$ cat src/inc/asom_pkg.sv
// What this block does
// - The status word limit bit (bit 11) is set while any manufacturer status bit and its limit mask bit are both set.
// - The limit bit is clear when every manufacturer status bit selected by the limit mask is clear.
// - A quick stop with quick-stop code 0 disables the power outputs at once.
// - Quick-stop code 1 ramps down on the profile deceleration and enters switch-on-disabled only once the move is done.
// - Quick-stop code 2 ramps on the quick-stop deceleration, code 3 stops abruptly, and both then enter switch-on-disabled.
// - Quick-stop codes 5, 6 and 7 stop on the profile ramp, quick-stop ramp or abruptly and then stay in quick stop.
// - Leaving operation enabled for ready to switch on disables the outputs for shutdown code 0 and ramps normally for 1.
// - Leaving operation enabled for switched on disables the outputs for disable code 0 and ramps normally for 16.
// - A halt disables the outputs for code 0, ramps normally for 1, on the quick-stop ramp for 2 and stops abruptly for 3.
// - Requested mode codes 1, 3, 4, 6 and 7 are supported.
// - A write of any other value to the requested mode is refused.
// - A new mode takes effect only after a delay, and the controller learns the mode in force from the display object.
// - The active operating mode is shown in the read-only mode display object.
`default_nettype none
package asom_pkg;

	localparam int OBJ_IDX_W = 16;
	localparam int DATA_W    = 32;
	localparam int CODE_W    = 16;
	localparam int MODE_W    = 8;
	localparam int MFR_W     = 32;

	localparam logic [15:0] IDX_QUICK_STOP_CODE = 16'h605A;
	localparam logic [15:0] IDX_SHUTDOWN_CODE   = 16'h605B;
	localparam logic [15:0] IDX_DISABLE_OP_CODE = 16'h605C;
	localparam logic [15:0] IDX_HALT_CODE       = 16'h605D;
	localparam logic [15:0] IDX_REQ_MODE        = 16'h6060;
	localparam logic [15:0] IDX_ACTIVE_MODE     = 16'h6061;
	localparam logic [15:0] IDX_LIMIT_MASK      = 16'h2180;

	localparam int STATUS_LIMIT_BIT = 11;

	localparam logic [CODE_W-1:0] RST_QUICK_STOP_CODE = 16'h0002;
	localparam logic [CODE_W-1:0] RST_SHUTDOWN_CODE   = 16'h0000;
	localparam logic [CODE_W-1:0] RST_DISABLE_OP_CODE = 16'h0000;
	localparam logic [CODE_W-1:0] RST_HALT_CODE       = 16'h0001;
	localparam logic [MFR_W-1:0]  RST_LIMIT_MASK      = 32'h00000000;
	localparam logic [MODE_W-1:0] RST_MODE            = 8'h00;

	localparam logic [CODE_W-1:0] CODE_DISABLE   = 16'h0000;
	localparam logic [CODE_W-1:0] CODE_PROFILE   = 16'h0001;
	localparam logic [CODE_W-1:0] CODE_QUICK     = 16'h0002;
	localparam logic [CODE_W-1:0] CODE_ABRUPT    = 16'h0003;
	localparam logic [CODE_W-1:0] CODE_PROF_STAY = 16'h0005;
	localparam logic [CODE_W-1:0] CODE_QUIC_STAY = 16'h0006;
	localparam logic [CODE_W-1:0] CODE_ABRU_STAY = 16'h0007;
	localparam logic [CODE_W-1:0] CODE_DIS_RAMP  = 16'h0010;

	localparam logic [MODE_W-1:0] MODE_PROF_POS  = 8'h01;
	localparam logic [MODE_W-1:0] MODE_PROF_VEL  = 8'h03;
	localparam logic [MODE_W-1:0] MODE_PROF_TRQ  = 8'h04;
	localparam logic [MODE_W-1:0] MODE_HOMING    = 8'h06;
	localparam logic [MODE_W-1:0] MODE_INTERP    = 8'h07;

	localparam real MODE_DELAY_NS   = 1000.0;
	localparam real CLK_PERIOD_NS   = 4.0;
	localparam int  MODE_DELAY_CYC  = int'(MODE_DELAY_NS / CLK_PERIOD_NS);

	typedef enum logic [1:0] {
		ASOM_RAMP_NONE    = 2'h0,
		ASOM_RAMP_PROFILE = 2'h1,
		ASOM_RAMP_QUICK   = 2'h2,
		ASOM_RAMP_ABRUPT  = 2'h3
	} asom_ramp_t;

	typedef enum logic [1:0] {
		ASOM_END_NONE = 2'h0,
		ASOM_END_SOD  = 2'h1,
		ASOM_END_QS   = 2'h2
	} asom_end_t;

	typedef enum logic [3:0] {
		ASOM_IDLE = 4'h1,
		ASOM_OFF  = 4'h2,
		ASOM_RAMP = 4'h4,
		ASOM_HOLD = 4'h8
	} asom_state_t;

endpackage
`default_nettype wire

$ cat src/asom_top.sv
`timescale 1ns/1ps
`default_nettype none
module asom_top
	import asom_pkg::*;
#(
	parameter int MODE_DELAY = MODE_DELAY_CYC
) (
	input  wire logic                 CLK,
	input  wire logic                 RST,
	input  wire logic                 OBJ_REQ,
	input  wire logic                 OBJ_WE,
	input  wire logic [OBJ_IDX_W-1:0] OBJ_INDEX,
	input  wire logic [DATA_W-1:0]    OBJ_WDATA,
	output logic                      OBJ_ACK,
	output logic                      OBJ_ERR,
	output logic [DATA_W-1:0]         OBJ_RDATA,
	input  wire logic [MFR_W-1:0]     MFR_STATUS,
	output logic                      STATUS_LIMIT,
	input  wire logic                 EV_QUICK_STOP,
	input  wire logic                 EV_SHUTDOWN,
	input  wire logic                 EV_DISABLE_OP,
	input  wire logic                 EV_HALT,
	input  wire logic                 MOVE_DONE,
	input  wire logic                 RESUME,
	output logic                      PWR_DISABLE,
	output logic [1:0]                RAMP_SEL,
	output logic                      STOP_BUSY,
	output logic                      QS_HOLD,
	output logic                      GOTO_SOD,
	output logic                      STOP_DONE,
	output logic [MODE_W-1:0]         ACTIVE_MODE
);

	initial begin
		if (MODE_DELAY < 1) begin
			$error("asom_top: MODE_DELAY must be at least one cycle.");
		end
	end

	// Option objects.
	// An undefined code is stored as written; the reaction decode maps it to a safe stop when used.
	logic [CODE_W-1:0] quick_stop_reaction_code;
	logic [CODE_W-1:0] shutdown_reaction_code;
	logic [CODE_W-1:0] disable_op_reaction_code;
	logic [CODE_W-1:0] halt_reaction_code;
	logic [MFR_W-1:0]  limit_mask;

	// Object access decode.
	wire logic hit_qs;
	wire logic hit_sd;
	wire logic hit_do;
	wire logic hit_halt;
	wire logic hit_req;
	wire logic hit_act;
	wire logic hit_mask;
	wire logic hit_any;
	wire logic wr_req;
	wire logic mode_refused;
	wire logic [MODE_W-1:0] requested_drive_mode;
	wire logic [MODE_W-1:0] active_drive_mode;
	wire logic limit_flag;
	logic [DATA_W-1:0] next_rdata;
	wire logic next_err;

	assign hit_qs   = OBJ_INDEX == IDX_QUICK_STOP_CODE;
	assign hit_sd   = OBJ_INDEX == IDX_SHUTDOWN_CODE;
	assign hit_do   = OBJ_INDEX == IDX_DISABLE_OP_CODE;
	assign hit_halt = OBJ_INDEX == IDX_HALT_CODE;
	assign hit_req  = OBJ_INDEX == IDX_REQ_MODE;
	assign hit_act  = OBJ_INDEX == IDX_ACTIVE_MODE;
	assign hit_mask = OBJ_INDEX == IDX_LIMIT_MASK;
	assign hit_any  = hit_qs || hit_sd || hit_do || hit_halt || hit_req || hit_act || hit_mask;
	assign wr_req   = OBJ_REQ && OBJ_WE && hit_req;

	// Unknown objects, writes to the display object and unsupported modes all answer with an error.
	assign next_err = !hit_any || (OBJ_WE && hit_act) || mode_refused;

	always_comb begin
		next_rdata = '0;
		if (hit_qs) begin
			next_rdata[CODE_W-1:0] = quick_stop_reaction_code;
		end else if (hit_sd) begin
			next_rdata[CODE_W-1:0] = shutdown_reaction_code;
		end else if (hit_do) begin
			next_rdata[CODE_W-1:0] = disable_op_reaction_code;
		end else if (hit_halt) begin
			next_rdata[CODE_W-1:0] = halt_reaction_code;
		end else if (hit_req) begin
			next_rdata[MODE_W-1:0] = requested_drive_mode;
		end else if (hit_act) begin
			next_rdata[MODE_W-1:0] = active_drive_mode;
		end else if (hit_mask) begin
			next_rdata[MFR_W-1:0] = limit_mask;
		end
	end

	always_ff @(posedge CLK) begin
		if (RST) begin
			quick_stop_reaction_code <= RST_QUICK_STOP_CODE;
			shutdown_reaction_code   <= RST_SHUTDOWN_CODE;
			disable_op_reaction_code <= RST_DISABLE_OP_CODE;
			halt_reaction_code       <= RST_HALT_CODE;
			limit_mask               <= RST_LIMIT_MASK;
		end else if (OBJ_REQ && OBJ_WE) begin
			if (hit_qs) begin
				quick_stop_reaction_code <= OBJ_WDATA[CODE_W-1:0];
			end
			if (hit_sd) begin
				shutdown_reaction_code <= OBJ_WDATA[CODE_W-1:0];
			end
			if (hit_do) begin
				disable_op_reaction_code <= OBJ_WDATA[CODE_W-1:0];
			end
			if (hit_halt) begin
				halt_reaction_code <= OBJ_WDATA[CODE_W-1:0];
			end
			if (hit_mask) begin
				limit_mask <= OBJ_WDATA[MFR_W-1:0];
			end
		end
	end

	// Read data is zero outside a read answer, so a stale word never looks like a fresh one.
	always_ff @(posedge CLK) begin
		if (RST) begin
			OBJ_ACK   <= 1'b0;
			OBJ_ERR   <= 1'b0;
			OBJ_RDATA <= '0;
		end else begin
			OBJ_ACK   <= OBJ_REQ;
			OBJ_ERR   <= OBJ_REQ && next_err;
			OBJ_RDATA <= (OBJ_REQ && !OBJ_WE) ? next_rdata : '0;
		end
	end

	// The flag is registered in the limit module and again at the pin, two edges after a status change.
	asom_limit #(
		.WIDTH (MFR_W)
	) u_limit (
		.clk        (CLK),
		.rst        (RST),
		.mfr_status (MFR_STATUS),
		.limit_mask (limit_mask),
		.limit_flag (limit_flag)
	);

	// The mode object refuses unsupported codes itself; its refusal only feeds the error answer.
	asom_mode #(
		.DELAY (MODE_DELAY)
	) u_mode (
		.clk       (CLK),
		.rst       (RST),
		.wr        (wr_req),
		.wdata     (OBJ_WDATA[MODE_W-1:0]),
		.refused   (mode_refused),
		.requested (requested_drive_mode),
		.active    (active_drive_mode)
	);

	// Reaction decode: the event and its option code give a ramp and a final state.
	// A code outside the defined set falls back to disabling the outputs, the safest choice.
	asom_ramp_t ev_ramp;
	asom_end_t  ev_end;
	wire logic  any_event;

	// Simultaneous events resolve by priority: quick stop, then shutdown, disable-operation and halt.
	assign any_event = EV_QUICK_STOP || EV_SHUTDOWN || EV_DISABLE_OP || EV_HALT;

	always_comb begin
		ev_ramp = ASOM_RAMP_NONE;
		ev_end  = ASOM_END_NONE;
		if (EV_QUICK_STOP) begin
			unique case (quick_stop_reaction_code)
				CODE_PROFILE: begin
					ev_ramp = ASOM_RAMP_PROFILE;
					ev_end  = ASOM_END_SOD;
				end
				CODE_QUICK: begin
					ev_ramp = ASOM_RAMP_QUICK;
					ev_end  = ASOM_END_SOD;
				end
				CODE_ABRUPT: begin
					ev_ramp = ASOM_RAMP_ABRUPT;
					ev_end  = ASOM_END_SOD;
				end
				CODE_PROF_STAY: begin
					ev_ramp = ASOM_RAMP_PROFILE;
					ev_end  = ASOM_END_QS;
				end
				CODE_QUIC_STAY: begin
					ev_ramp = ASOM_RAMP_QUICK;
					ev_end  = ASOM_END_QS;
				end
				CODE_ABRU_STAY: begin
					ev_ramp = ASOM_RAMP_ABRUPT;
					ev_end  = ASOM_END_QS;
				end
				default: begin
					ev_ramp = ASOM_RAMP_NONE;
				end
			endcase
		end else if (EV_SHUTDOWN) begin
			if (shutdown_reaction_code == CODE_PROFILE) begin
				ev_ramp = ASOM_RAMP_PROFILE;
			end
		end else if (EV_DISABLE_OP) begin
			if (disable_op_reaction_code == CODE_DIS_RAMP) begin
				ev_ramp = ASOM_RAMP_PROFILE;
			end
		end else if (EV_HALT) begin
			unique case (halt_reaction_code)
				CODE_PROFILE: ev_ramp = ASOM_RAMP_PROFILE;
				CODE_QUICK:   ev_ramp = ASOM_RAMP_QUICK;
				CODE_ABRUPT:  ev_ramp = ASOM_RAMP_ABRUPT;
				default:      ev_ramp = ASOM_RAMP_NONE;
			endcase
		end
	end

	// Stop sequencer. The decoded reaction is latched on the event and held until the stop ends,
	// so rewriting an option object mid-stop cannot change a stop already under way.
	asom_state_t state;
	asom_state_t next_state;
	asom_ramp_t  held_ramp;
	asom_end_t   held_end;
	wire logic   finish;

	assign finish = (state == ASOM_RAMP) && MOVE_DONE;

	always_comb begin
		next_state = state;
		unique case (state)
			ASOM_IDLE: begin
				if (any_event) begin
					next_state = (ev_ramp == ASOM_RAMP_NONE) ? ASOM_OFF : ASOM_RAMP;
				end
			end
			// OFF and HOLD are left only by an explicit resume from the drive state machine.
			ASOM_OFF: begin
				if (RESUME) begin
					next_state = ASOM_IDLE;
				end
			end
			ASOM_RAMP: begin
				if (MOVE_DONE) begin
					next_state = (held_end == ASOM_END_QS) ? ASOM_HOLD : ASOM_IDLE;
				end
			end
			ASOM_HOLD: begin
				if (RESUME) begin
					next_state = ASOM_IDLE;
				end
			end
			default: next_state = ASOM_IDLE;
		endcase
	end

	always_ff @(posedge CLK) begin
		if (RST) begin
			state     <= ASOM_IDLE;
			held_ramp <= ASOM_RAMP_NONE;
			held_end  <= ASOM_END_NONE;
		end else begin
			state <= next_state;
			if (state == ASOM_IDLE && any_event) begin
				held_ramp <= ev_ramp;
				held_end  <= ev_end;
			end
		end
	end

	// The first ramp cycle takes the freshly decoded reaction and later cycles the held copy,
	// so the ramp choice cannot change while a stop is under way.
	wire logic [1:0] next_ramp_sel;
	wire logic       next_stop_done;

	assign next_ramp_sel  = (next_state != ASOM_RAMP) ? ASOM_RAMP_NONE
		: ((state == ASOM_IDLE) ? ev_ramp : held_ramp);
	assign next_stop_done = finish || (state == ASOM_IDLE && next_state == ASOM_OFF);

	always_ff @(posedge CLK) begin
		if (RST) begin
			PWR_DISABLE  <= 1'b0;
			RAMP_SEL     <= 2'h0;
			STOP_BUSY    <= 1'b0;
			QS_HOLD      <= 1'b0;
			GOTO_SOD     <= 1'b0;
			STOP_DONE    <= 1'b0;
			STATUS_LIMIT <= 1'b0;
			ACTIVE_MODE  <= RST_MODE;
		end else begin
			PWR_DISABLE  <= (next_state == ASOM_OFF);
			RAMP_SEL     <= next_ramp_sel;
			STOP_BUSY    <= (next_state == ASOM_RAMP);
			QS_HOLD      <= (next_state == ASOM_HOLD);
			GOTO_SOD     <= finish && (held_end == ASOM_END_SOD);
			STOP_DONE    <= next_stop_done;
			STATUS_LIMIT <= limit_flag;
			ACTIVE_MODE  <= active_drive_mode;
		end
	end

endmodule
`default_nettype wire

$ cat src/asom_limit.sv
`timescale 1ns/1ps
`default_nettype none
module asom_limit
	import asom_pkg::*;
#(
	parameter int WIDTH = MFR_W
) (
	input  wire logic             clk,
	input  wire logic             rst,
	input  wire logic [WIDTH-1:0] mfr_status,
	input  wire logic [WIDTH-1:0] limit_mask,
	output logic                  limit_flag
);

	initial begin
		if (WIDTH < 1) begin
			$error("asom_limit: WIDTH must be at least 1.");
		end
	end

	wire logic [WIDTH-1:0] selected;
	wire logic             next_limit_flag;

	assign selected        = mfr_status & limit_mask;
	assign next_limit_flag = |selected;

	always_ff @(posedge clk) begin
		if (rst) begin
			limit_flag <= 1'b0;
		end else begin
			limit_flag <= next_limit_flag;
		end
	end

endmodule
`default_nettype wire

$ cat src/asom_mode.sv
`timescale 1ns/1ps
`default_nettype none
module asom_mode
	import asom_pkg::*;
#(
	parameter int DELAY = MODE_DELAY_CYC
) (
	input  wire logic              clk,
	input  wire logic              rst,
	input  wire logic              wr,
	input  wire logic [MODE_W-1:0] wdata,
	output logic                   refused,
	output logic [MODE_W-1:0]      requested,
	output logic [MODE_W-1:0]      active
);

	localparam int CNT_W = $clog2(DELAY + 1);

	initial begin
		if (DELAY < 1) begin
			$error("asom_mode: DELAY must be at least one cycle.");
		end
	end

	function automatic logic mode_ok(input logic [MODE_W-1:0] m);
		mode_ok = (m == MODE_PROF_POS) || (m == MODE_PROF_VEL) || (m == MODE_PROF_TRQ)
			|| (m == MODE_HOMING) || (m == MODE_INTERP);
	endfunction

	logic [CNT_W-1:0]  wait_cnt;
	logic              pending;
	wire logic         accept;

	assign accept  = wr && mode_ok(wdata);
	assign refused = wr && !mode_ok(wdata);

	// A later accepted write restarts the wait, so only the last accepted mode becomes active.
	always_ff @(posedge clk) begin
		if (rst) begin
			requested <= RST_MODE;
			active    <= RST_MODE;
			pending   <= 1'b0;
			wait_cnt  <= '0;
		end else if (accept) begin
			requested <= wdata;
			pending   <= 1'b1;
			wait_cnt  <= CNT_W'(DELAY - 1);
		end else if (pending && wait_cnt == '0) begin
			active  <= requested;
			pending <= 1'b0;
		end else if (pending) begin
			wait_cnt <= wait_cnt - CNT_W'(1);
		end
	end

endmodule
`default_nettype wire

$ cat config.mk
export PLATFORM = sky130hd
export DESIGN_NAME = asom_top
export DESIGN_NICKNAME = d
export VERILOG_FILES = /design/src/inc/asom_pkg.sv /design/src/asom_top.sv /design/src/asom_limit.sv /design/src/asom_mode.sv
export SDC_FILE = /design/constraint.sdc
export NUM_CORES = 1
export LEC_CHECK = 0
export BUFFER_PORTS_ARGS = -buffer_cell sky130_fd_sc_hd__buf_2
export CORE_MARGIN = 2
export CORE_UTILIZATION = 55
export DETAILED_ROUTE_END_ITERATION = 8
export GPL_TIMING_DRIVEN = 0
export PLACE_DENSITY = 0.79
export SKIP_CTS_REPAIR_TIMING = 1
export SLEW_MARGIN = 40
export SYNTH_ARGS = -nofsm -noshare
export SYNTH_HDL_FRONTEND = slang
export SYNTH_SLANG_ARGS = --single-unit
export TNS_END_PERCENT = 50
$ cat constraint.sdc
create_clock -name CLK -period 2.55 [get_ports CLK]
set_input_delay 0.255 -clock CLK [delete_from_list [all_inputs] [get_ports CLK]]
set_output_delay 0.255 -clock CLK [all_outputs]
set_load 0.02 [all_outputs]
Yosys cells after proc, flatten, opt, wreduce, memory -nomap -nowiden --
Cells that the tools add are included.
Cells by class: $add $sub $neg 1, eq/ne operators 34, multiplexer cells 31, bitwise gates (word level) 5, reductions and logical operators 54
Operators with widths (count):
- equality test 16 x 15 -> 1 bit, second input constant | 6
- two-way mux 16 bit | 5
- equality test 16 x 2 -> 1 bit, second input constant | 4
- two-way mux 8 bit | 7
- equality test 16 x 1 -> 1 bit, second input constant | 3
- equality test 16 x 3 -> 1 bit, second input constant | 3
- AND 32 bit | 1
- OR reduction 32 bit | 1
- equality test 8 x 3 -> 1 bit, second input constant | 3
- equality test 16 x 14 -> 1 bit, second input constant | 1
- equality test 16 x 5 -> 1 bit, second input constant | 1
- logical OR 1 bit | 16
- two-way mux 4 bit | 4
- AND reduction 2 bit | 8
- OR reduction 2 bit | 7
- logical AND 1 bit | 12
- two-way mux 2 bit | 6
- case mux 2 bit (3 select lines) | 2
- case mux 4 bit (3 select lines) | 1
- OR reduction 9 bit | 1
- equality test 4 x 2 -> 1 bit, second input constant | 2
- equality test 4 x 3 -> 1 bit, second input constant | 2
- equality test 4 bit, second input constant | 2
- equality test 8 x 1 -> 1 bit, second input constant | 1
- 16 further kinds | 26
Storage, ports and cells: flip-flop bits (word level) 180, input port bits 90, output and inout port bits 50, logic and storage cells 151

Longest topological paths before layout --
Gate-level depths: netlist of the first run.
depth after elaboration 13, depth in mapped cells 8, depth with buffers taken out 7

Cells and area by module --
A second synthesis of the first run with hierarchy kept.
Unflattened totals: cells, all modules 915, area total of the unflattened synthesis 7689.9 um^2
By module, submodules not included:
- asom_top | instances 1, cells each 775, area an instance 6384.9 um^2, sequential area each 3083.0 um^2
- asom_mode | instances 1, cells each 117, area an instance 1119.8 um^2, sequential area each 500.5 um^2
- asom_limit | instances 1, cells each 23, area an instance 185.2 um^2, sequential area each 20.0 um^2

Least setup slack after synthesis of the first run --
Ideal clock, no wire load.
path type input to register, from input port OBJ_INDEX[9], to register quick_stop_reaction_code[13], library setup time 0.128 ns, arrival 1.811 ns, data required time 2.422 ns, setup slack 0.611 ns, cell stages on the path 6, buffers on the path 1, path through nor4_4 nand4_4 nor4_4 buf_6 mux2i_1 nor2_1
Between the ends: word-level cells in the longest chain between the ends 2
Ends and longest elaborated chain:
- start: declaration | RTL line asom_top.sv:12 | input wire logic [OBJ_IDX_W-1:0] OBJ_INDEX,
- equality test 16 x 15 -> 1 bit | RTL line asom_top.sv:65 | assign hit_qs = OBJ_INDEX == IDX_QUICK_STOP_CODE;
- AND reduction 2 bit (no source line)
- end signal: assignment | RTL line asom_top.sv:106 | quick_stop_reaction_code <= OBJ_WDATA[CODE_W-1:0];
- end: declaration | RTL line asom_top.sv:42 | logic [CODE_W-1:0] quick_stop_reaction_code;
No other way between the ends. A chain may end at the register's enable or synchronous reset.

Final worst setup path of the first run --
from input port OBJ_INDEX[9], to register OBJ_RDATA[6]
Between the ends: word-level cells in the longest chain between the ends 8, elaborated cells on any way between the ends 14, classes of those cells eq/ne (7); mux (7)
Ends and longest elaborated chain:
- equality test 16 x 14 -> 1 bit | RTL line asom_top.sv:71 | assign hit_mask = OBJ_INDEX == IDX_LIMIT_MASK;
- two-way mux 16 bit | RTL line asom_top.sv:92 | end else if (hit_mask) begin
- two-way mux 8 bit | RTL line asom_top.sv:90 | end else if (hit_act) begin
- two-way mux 8 bit | RTL line asom_top.sv:88 | end else if (hit_req) begin
- two-way mux 16 bit | RTL line asom_top.sv:86 | end else if (hit_halt) begin
- two-way mux 16 bit | RTL line asom_top.sv:84 | end else if (hit_do) begin
- two-way mux 16 bit | RTL line asom_top.sv:82 | end else if (hit_sd) begin
- two-way mux 16 bit * | RTL line asom_top.sv:80 | if (hit_qs) begin
- end signal: assignment | RTL line asom_top.sv:132 | OBJ_RDATA <= (OBJ_REQ && !OBJ_WE) ? next_rdata : '0;
- end: declaration | RTL line asom_top.sv:16 | output logic [DATA_W-1:0] OBJ_RDATA,
Every way passes the cells marked *; elsewhere a longest branch is shown, timed or not.

==> run_results.csv, run 1 <==
group,metric,value,unit
logic_synthesis,synth_edf_count,0,
cts,cts-root-buf,"clkbuf_16",
place,place_congestion,0.9244,
grt,grt_max_degree,17,
run_status,status,"completed",
timing,finalSetupViolCount,0,
timing,relSlewSlack,0.4477,
routing,routed_wl,20620,µm
floorplanning,boundaryPins,140,
floorplanning,core,0.01335,mm²
place,place_ws,0.1042,ns
critical_path,endpoint_kind,"flop",
timing,slew_viol_final,0,
logic_synthesis,synth_seq_cells,180,
critical_path,cp_slowest_cell,"nor2_1",
timing,tightestPinTransition,0.8209,ns
grt,antenna_found_initial,0,
cts,cts_buffer_depth,2,
floorplanning,die_area,0.01468,mm²
grt,grt_usage,0.2854,
cts,path_clk_slew,0.07,ns
critical_path,cp_data_required_time,2.84,ns
floorplanning,die-height,121.2,µm
routing,firstDrtPassIters,6,
critical_path,crit_family,"simple AND/OR/NAND/NOR gates",
timing,fin_skew,0.008859,ns
critical_path,path_common_cell,"buf_2",
routing,viasPerCell,5.727,
critical_path,cp_slowest_stage_delay,0.48,ns
timing,period_needed,2.104,ns
critical_path,critical_path.startpoint,"OBJ_INDEX[9]",
grt,grt_remaining_overflow,0,
cts,numCtsBuffers,17,
routing,drc,0,
final_layout,nFillCells,1104,
final_layout,n_antenna_cell,0,
grt,grt_pass1_vias,6129,
timing,max_freq,0.4753,GHz
routing,drtIter0Drc,580,
timing,setup_ws,0.4459,ns
logic_synthesis,synthTopCellsByArea,"dfxtp_1, mux2i_1, nor2_1",
cts,cts.sinks,180,
logic_synthesis,ys_warn_count,0,
logic_synthesis,yosys.area.top_type_share,0.4773,
grt,grt_pass1_wl,32060,µm
logic_synthesis,synth_nets,902,
pwr,ir_worst_vdd,0.0004885,V
pwr,leakagePower,3.453,nW
logic_synthesis,async_flop_share,0,
final_layout,area_growth,19.49,%
cts,cts_tree,"yes",
final_layout,fin_nets,1057,
critical_path,timing.rr.start,"state[1]",
cts,clock_latency,0.43,ns
floorplanning,start_util,0.5656,
run,maxCapViolations,0,
place,dp_hpwl,15300,µm
logic_synthesis,synth_area,0.007550,mm²
timing,period_share,0.8251,
timing,grt_setup_unrepaired,"no",
logic_synthesis,yosysSeqAreaShare,0.4773,
place,port_buffers,136,
timing,finalHoldViolations,0,
logic_synthesis,avgSynthCellArea,9.321,µm²
floorplanning,rows,42,
timing,setup_tns,0,ns
pwr,p_per_area,637.2,mW/mm²
critical_path,arrival,2.39,ns
critical_path,critical_path.max_fanout,10,
critical_path,setup.worst_path.class,"input pin to flop",
routing,ant_nets,0,
logic_synthesis,synth_top_area_cell,"dfxtp_1",
final_layout,layout-drive-gt1-share,0.2193,
routing,post_drt_wl_per_cell,17.90,µm
logic_synthesis,synth_ff_type,"dfxtp_1",
critical_path,cp-start-kind,"input pin",
cts,cts.htree.levels,4,
critical_path,crit_buf_inv,2,
floorplanning,die_x,121.2,µm
critical_path,path_cells,"buf_2 -> nor4_4 -> nand4_4 -> nor2_1 -> buf_2 -> a21oi_1 -> a221oi_1",
logic_synthesis,synthDistinctLibCells,58,
worst_hold_path,min_path_type,"input pin to flop",
logic_synthesis,synthCells,810,
worst_hold_path,hp-start,"OBJ_WDATA[28]",
routing,vias,6597,
final_layout,utilization,0.6759,
worst reg2reg max path, stage by stage, from the launching register on:
cell	delay [ns]
dfxtp_1	0.30
clkbuf_1	0.19
nor4b_2	0.56
or4b_2	0.66
o21ai_0	0.19
kinds of logic (layout without fill, tap and decap cells):
family                   Yosys count  after routing  synth area share
AO/OA/AOI/OAI                    134            134            0.1190
buffers and inverters             65            231           0.03646
AND/OR/NAND/NOR                  327            327            0.2266
adder cells (fa/ha/maj)            2              2          0.003314
flip-flops                       180            180            0.4773
XOR/XNOR                           7              7          0.008121
multiplexers                      95             95            0.1293
placed cells by master (no fill, tap or decap), drive strengths merged, types with 20 or more instances in the layout:
cell,n
a21oi,56
dfxtp,180
nor3,22
nand2,84
nand2b,20
buf,147
nor2b,22
mux2,20
and2,21
mux2i,75
nor2,96
clkbuf,57
worst paths after layout:
kind	end	cells past startpoint	slack (ns)
worst max-delay path	OBJ_RDATA[6]	7	0.45
worst min-delay path	limit_mask[28]	3	0.06
worst max register to register	PWR_DISABLE	4	0.57
worst min register to register	STATUS_LIMIT	1	0.44
power breakdown:
part	internal, mW	switching, mW
sequential	2.83	0.0152
combinational	0.127	0.210
clock	1.46	1.10
total	4.43	1.32
per-layer routing:
layer / part of all wire / routed length (µm) / GRT usage
met1: 0.42 / 8616 / 0.3741
met2: 0.47 / 9609 / 0.4565
met3: 0.089 / 1844 / 0.06532
met4: 0.027 / 549 / 0.1142
met5: 0 / 0 / 0
metrics by stage:
stage | area, µm² | hold slack, ns | power (mW) | std cells
3_5_place_dp | 8451 | 0.4236 | 3.244 | 1122
6_report | 9021 | 0.06049 | 5.748 | 1152
5_1_grt | 9021 | 0.06000 | 5.923 | 1152
4_1_cts | 9021 | 0.04935 | 5.764 | 1152
3_3_place_gp | 8451 | 0.4219 | 3.240 | 1122
2_1_floorplan | 7550 | 0.3728 | 3.085 | 810
sequential cells by signal (all words and copies together), names as in the netlist, 2 cells and up:
register,cells
RAMP_SEL,2
limit_mask,32
OBJ_RDATA,32
state,4
ACTIVE_MODE,8
held_ramp,2
u_mode.active,8
u_mode.requested,8
halt_reaction_code,16
disable_op_reaction_code,16
held_end,2
u_mode.wait_cnt,8
shutdown_reaction_code,16
quick_stop_reaction_code,16
final cells by class:
class | instances | area (µm²) | share of cell area
multi-input cells | 565 | 3671 | 0.4069
flip-flops and latches | 180 | 3603 | 0.3994
repair buffers | 136 | 680.7 | 0.07545
clock buffers | 19 | 442.9 | 0.04910
well taps | 176 | 220.2 | 0.02441
plain buffers | 49 | 215.2 | 0.02386
clock inverters | 11 | 127.6 | 0.01415
inverters | 16 | 60.06 | 0.006657
synth_stat cells (all sizes together), types with 3 or more instances:
cell,n
nand3,7
nand4,7
o21ai,13
o22ai,3
a21oi,56
nor2b,22
o221ai,8
nand2b,20
inv,16
mux2i,75
a222oi,8
o31ai,5
nor3,22
a221oi,12
and2,21
xnor2,3
buf,11
nand2,84
nand3b,4
xor2,4
nor4b,7
a22o,4
or4b,3
nor4,19
nor2,96
or3,3
or2,3
a211o,3
clkbuf,38
mux2,20
dfxtp,180
a22oi,9
(Power assumes the default switching activity.)
==> run 2, diff against run 1 <==
- clock period: 2.55 -> 2 ns (I/O delays scaled with it)
==> run_results.csv, run 2 (same netlist as run 1, synthesis figures left out) <==
group,metric,value,unit
run_status,status,"completed",
cts,cts-root-buf,"clkbuf_16",
critical_path,setup.worst_path.class,"input pin to flop",
run,maxCapViolations,0,
floorplanning,die_x,121.2,µm
timing,grt_setup_unrepaired,"yes",
worst_hold_path,min_path_type,"input pin to flop",
timing,period_needed,1.944,ns
final_layout,top_regs,"OBJ_RDATA x32, limit_mask x32",
routing,post_drt_wl_per_cell,17.95,µm
grt,antenna_found_initial,0,
critical_path,r2r_slack,0.13,ns
cts,numCtsBuffers,17,
place,port_buffers,136,
final_layout,area_growth,20.93,%
floorplanning,core,0.01335,mm²
final_layout,final_common_cell,"dfxtp_1",
final_layout,regArea,0.003603,mm²
routing,ant_nets,0,
routing,firstDrtPassIters,6,
routing,drtIter0Drc,605,
timing,finalSetupViolCount,0,
pwr,ir_worst_vdd,0.0006188,V
final_layout,final_cells,1159,
timing,slew_viol_final,0,
routing,viasPerCell,5.742,
timing,relSlewSlack,0.4488,
timing,setup_tns,0,ns
final_layout,nFillCells,1093,
cts,cts.sinks,180,
place,place_inst,1122,
critical_path,cp_data_required_time,2.33,ns
timing,fin_skew,0.009159,ns
cts,cts_tree,"yes",
grt,grt_pass1_wl,32060,µm
floorplanning,die_area,0.01468,mm²
final_layout,multi_input_area,0.003726,mm²
grt,grt_usage,0.2854,
floorplanning,rows,42,
final_layout,final_cell_mix,"dfxtp_1, buf_2, nor2_1",
timing,max_freq,0.5144,GHz
cts,cts_buffer_depth,2,
routing,drc,0,
cts,cts.htree.levels,4,
timing,finalHoldViolations,0,
grt,grt_max_degree,17,
pwr,leakagePower,3.519,nW
place,place_congestion,0.9244,
critical_path,endpoint_kind,"flop",
floorplanning,boundaryPins,140,
grt,grt_pass1_vias,6129,
timing,tightestPinTransition,0.8192,ns
critical_path,critical_path.max_fanout,10,
floorplanning,die-height,121.2,µm
routing,vias,6655,
cts,clock_latency,0.43,ns
routing,routed_wl,20810,µm
final_layout,layout-drive-gt1-share,0.2319,
grt,grt_remaining_overflow,0,
final_layout,n_antenna_cell,0,
critical_path,cp-start-kind,"input pin",
final_layout,fin_nets,1064,
pwr,p_per_area,804.2,mW/mm²
floorplanning,start_util,0.5656,
timing,period_share,0.9720,
cts,path_clk_slew,0.07,ns
critical_path,arrival,2.27,ns
place,dp_hpwl,15300,µm
==> run 2: stage by stage <==
stage	setup WS (ns)	hold WS [ns]	cell area [µm²]	power [mW]	util
floorplan	0.1165	0.3178	7550	3.934	-
global placement	-0.3890	0.4219	8451	4.132	0.6331
detailed placement	-0.3908	0.4236	8451	4.136	0.6331
CTS	-0.01556	-0.005645	9021	7.349	0.6759
global route	-0.07301	0.005001	9130	7.563	0.6840
finish	0.05607	0.004866	9130	7.343	0.6840
==> run 2: power by group <==
| group | switching (mW) | internal (mW) | leakage [nW] | total, mW |
|---|---|---|---|---|
| logic | 0.273 | 0.168 | 1.80 | 0.441 |
| registers | 0.0211 | 3.61 | 1.45 | 3.63 |
| clock network | 1.40 | 1.87 | 0.272 | 3.27 |
==> run 2: cell type report <==
cell class                 instances  share of cell area
inverter                          16            0.006578
clock buffer                      19             0.04851
tap                              176             0.02412
sequential                       180              0.3947
buffer                            49             0.02371
clock inverter                    11             0.01398
timing repair buffer             143             0.08031
multi-input combinational        565              0.4081
==> run 2: per-layer routing <==
layer | track usage | wire [µm]
met1 | 0.3741 | 8845
met2 | 0.4565 | 9727
met3 | 0.06532 | 1663
met4 | 0.1142 | 571
met5 | 0 | 0
==> run 2: final timing paths <==
path	cells after the start	end	start
max	8	OBJ_RDATA[5]	OBJ_INDEX[9]
min	3	limit_mask[28]	OBJ_WDATA[28]
max reg2reg	4	RAMP_SEL[0]	shutdown_reaction_code[15]
min reg2reg	1	STATUS_LIMIT	u_limit.limit_flag
==> run 2: critical path, cell delays in order <==
cell      delay (ns)
buf_2           0.11
nor4_4          0.38
nand3_1         0.18
clkbuf_1        0.28
buf_2           0.25
nor3_1          0.22
o221ai_1        0.25
a221oi_2        0.39
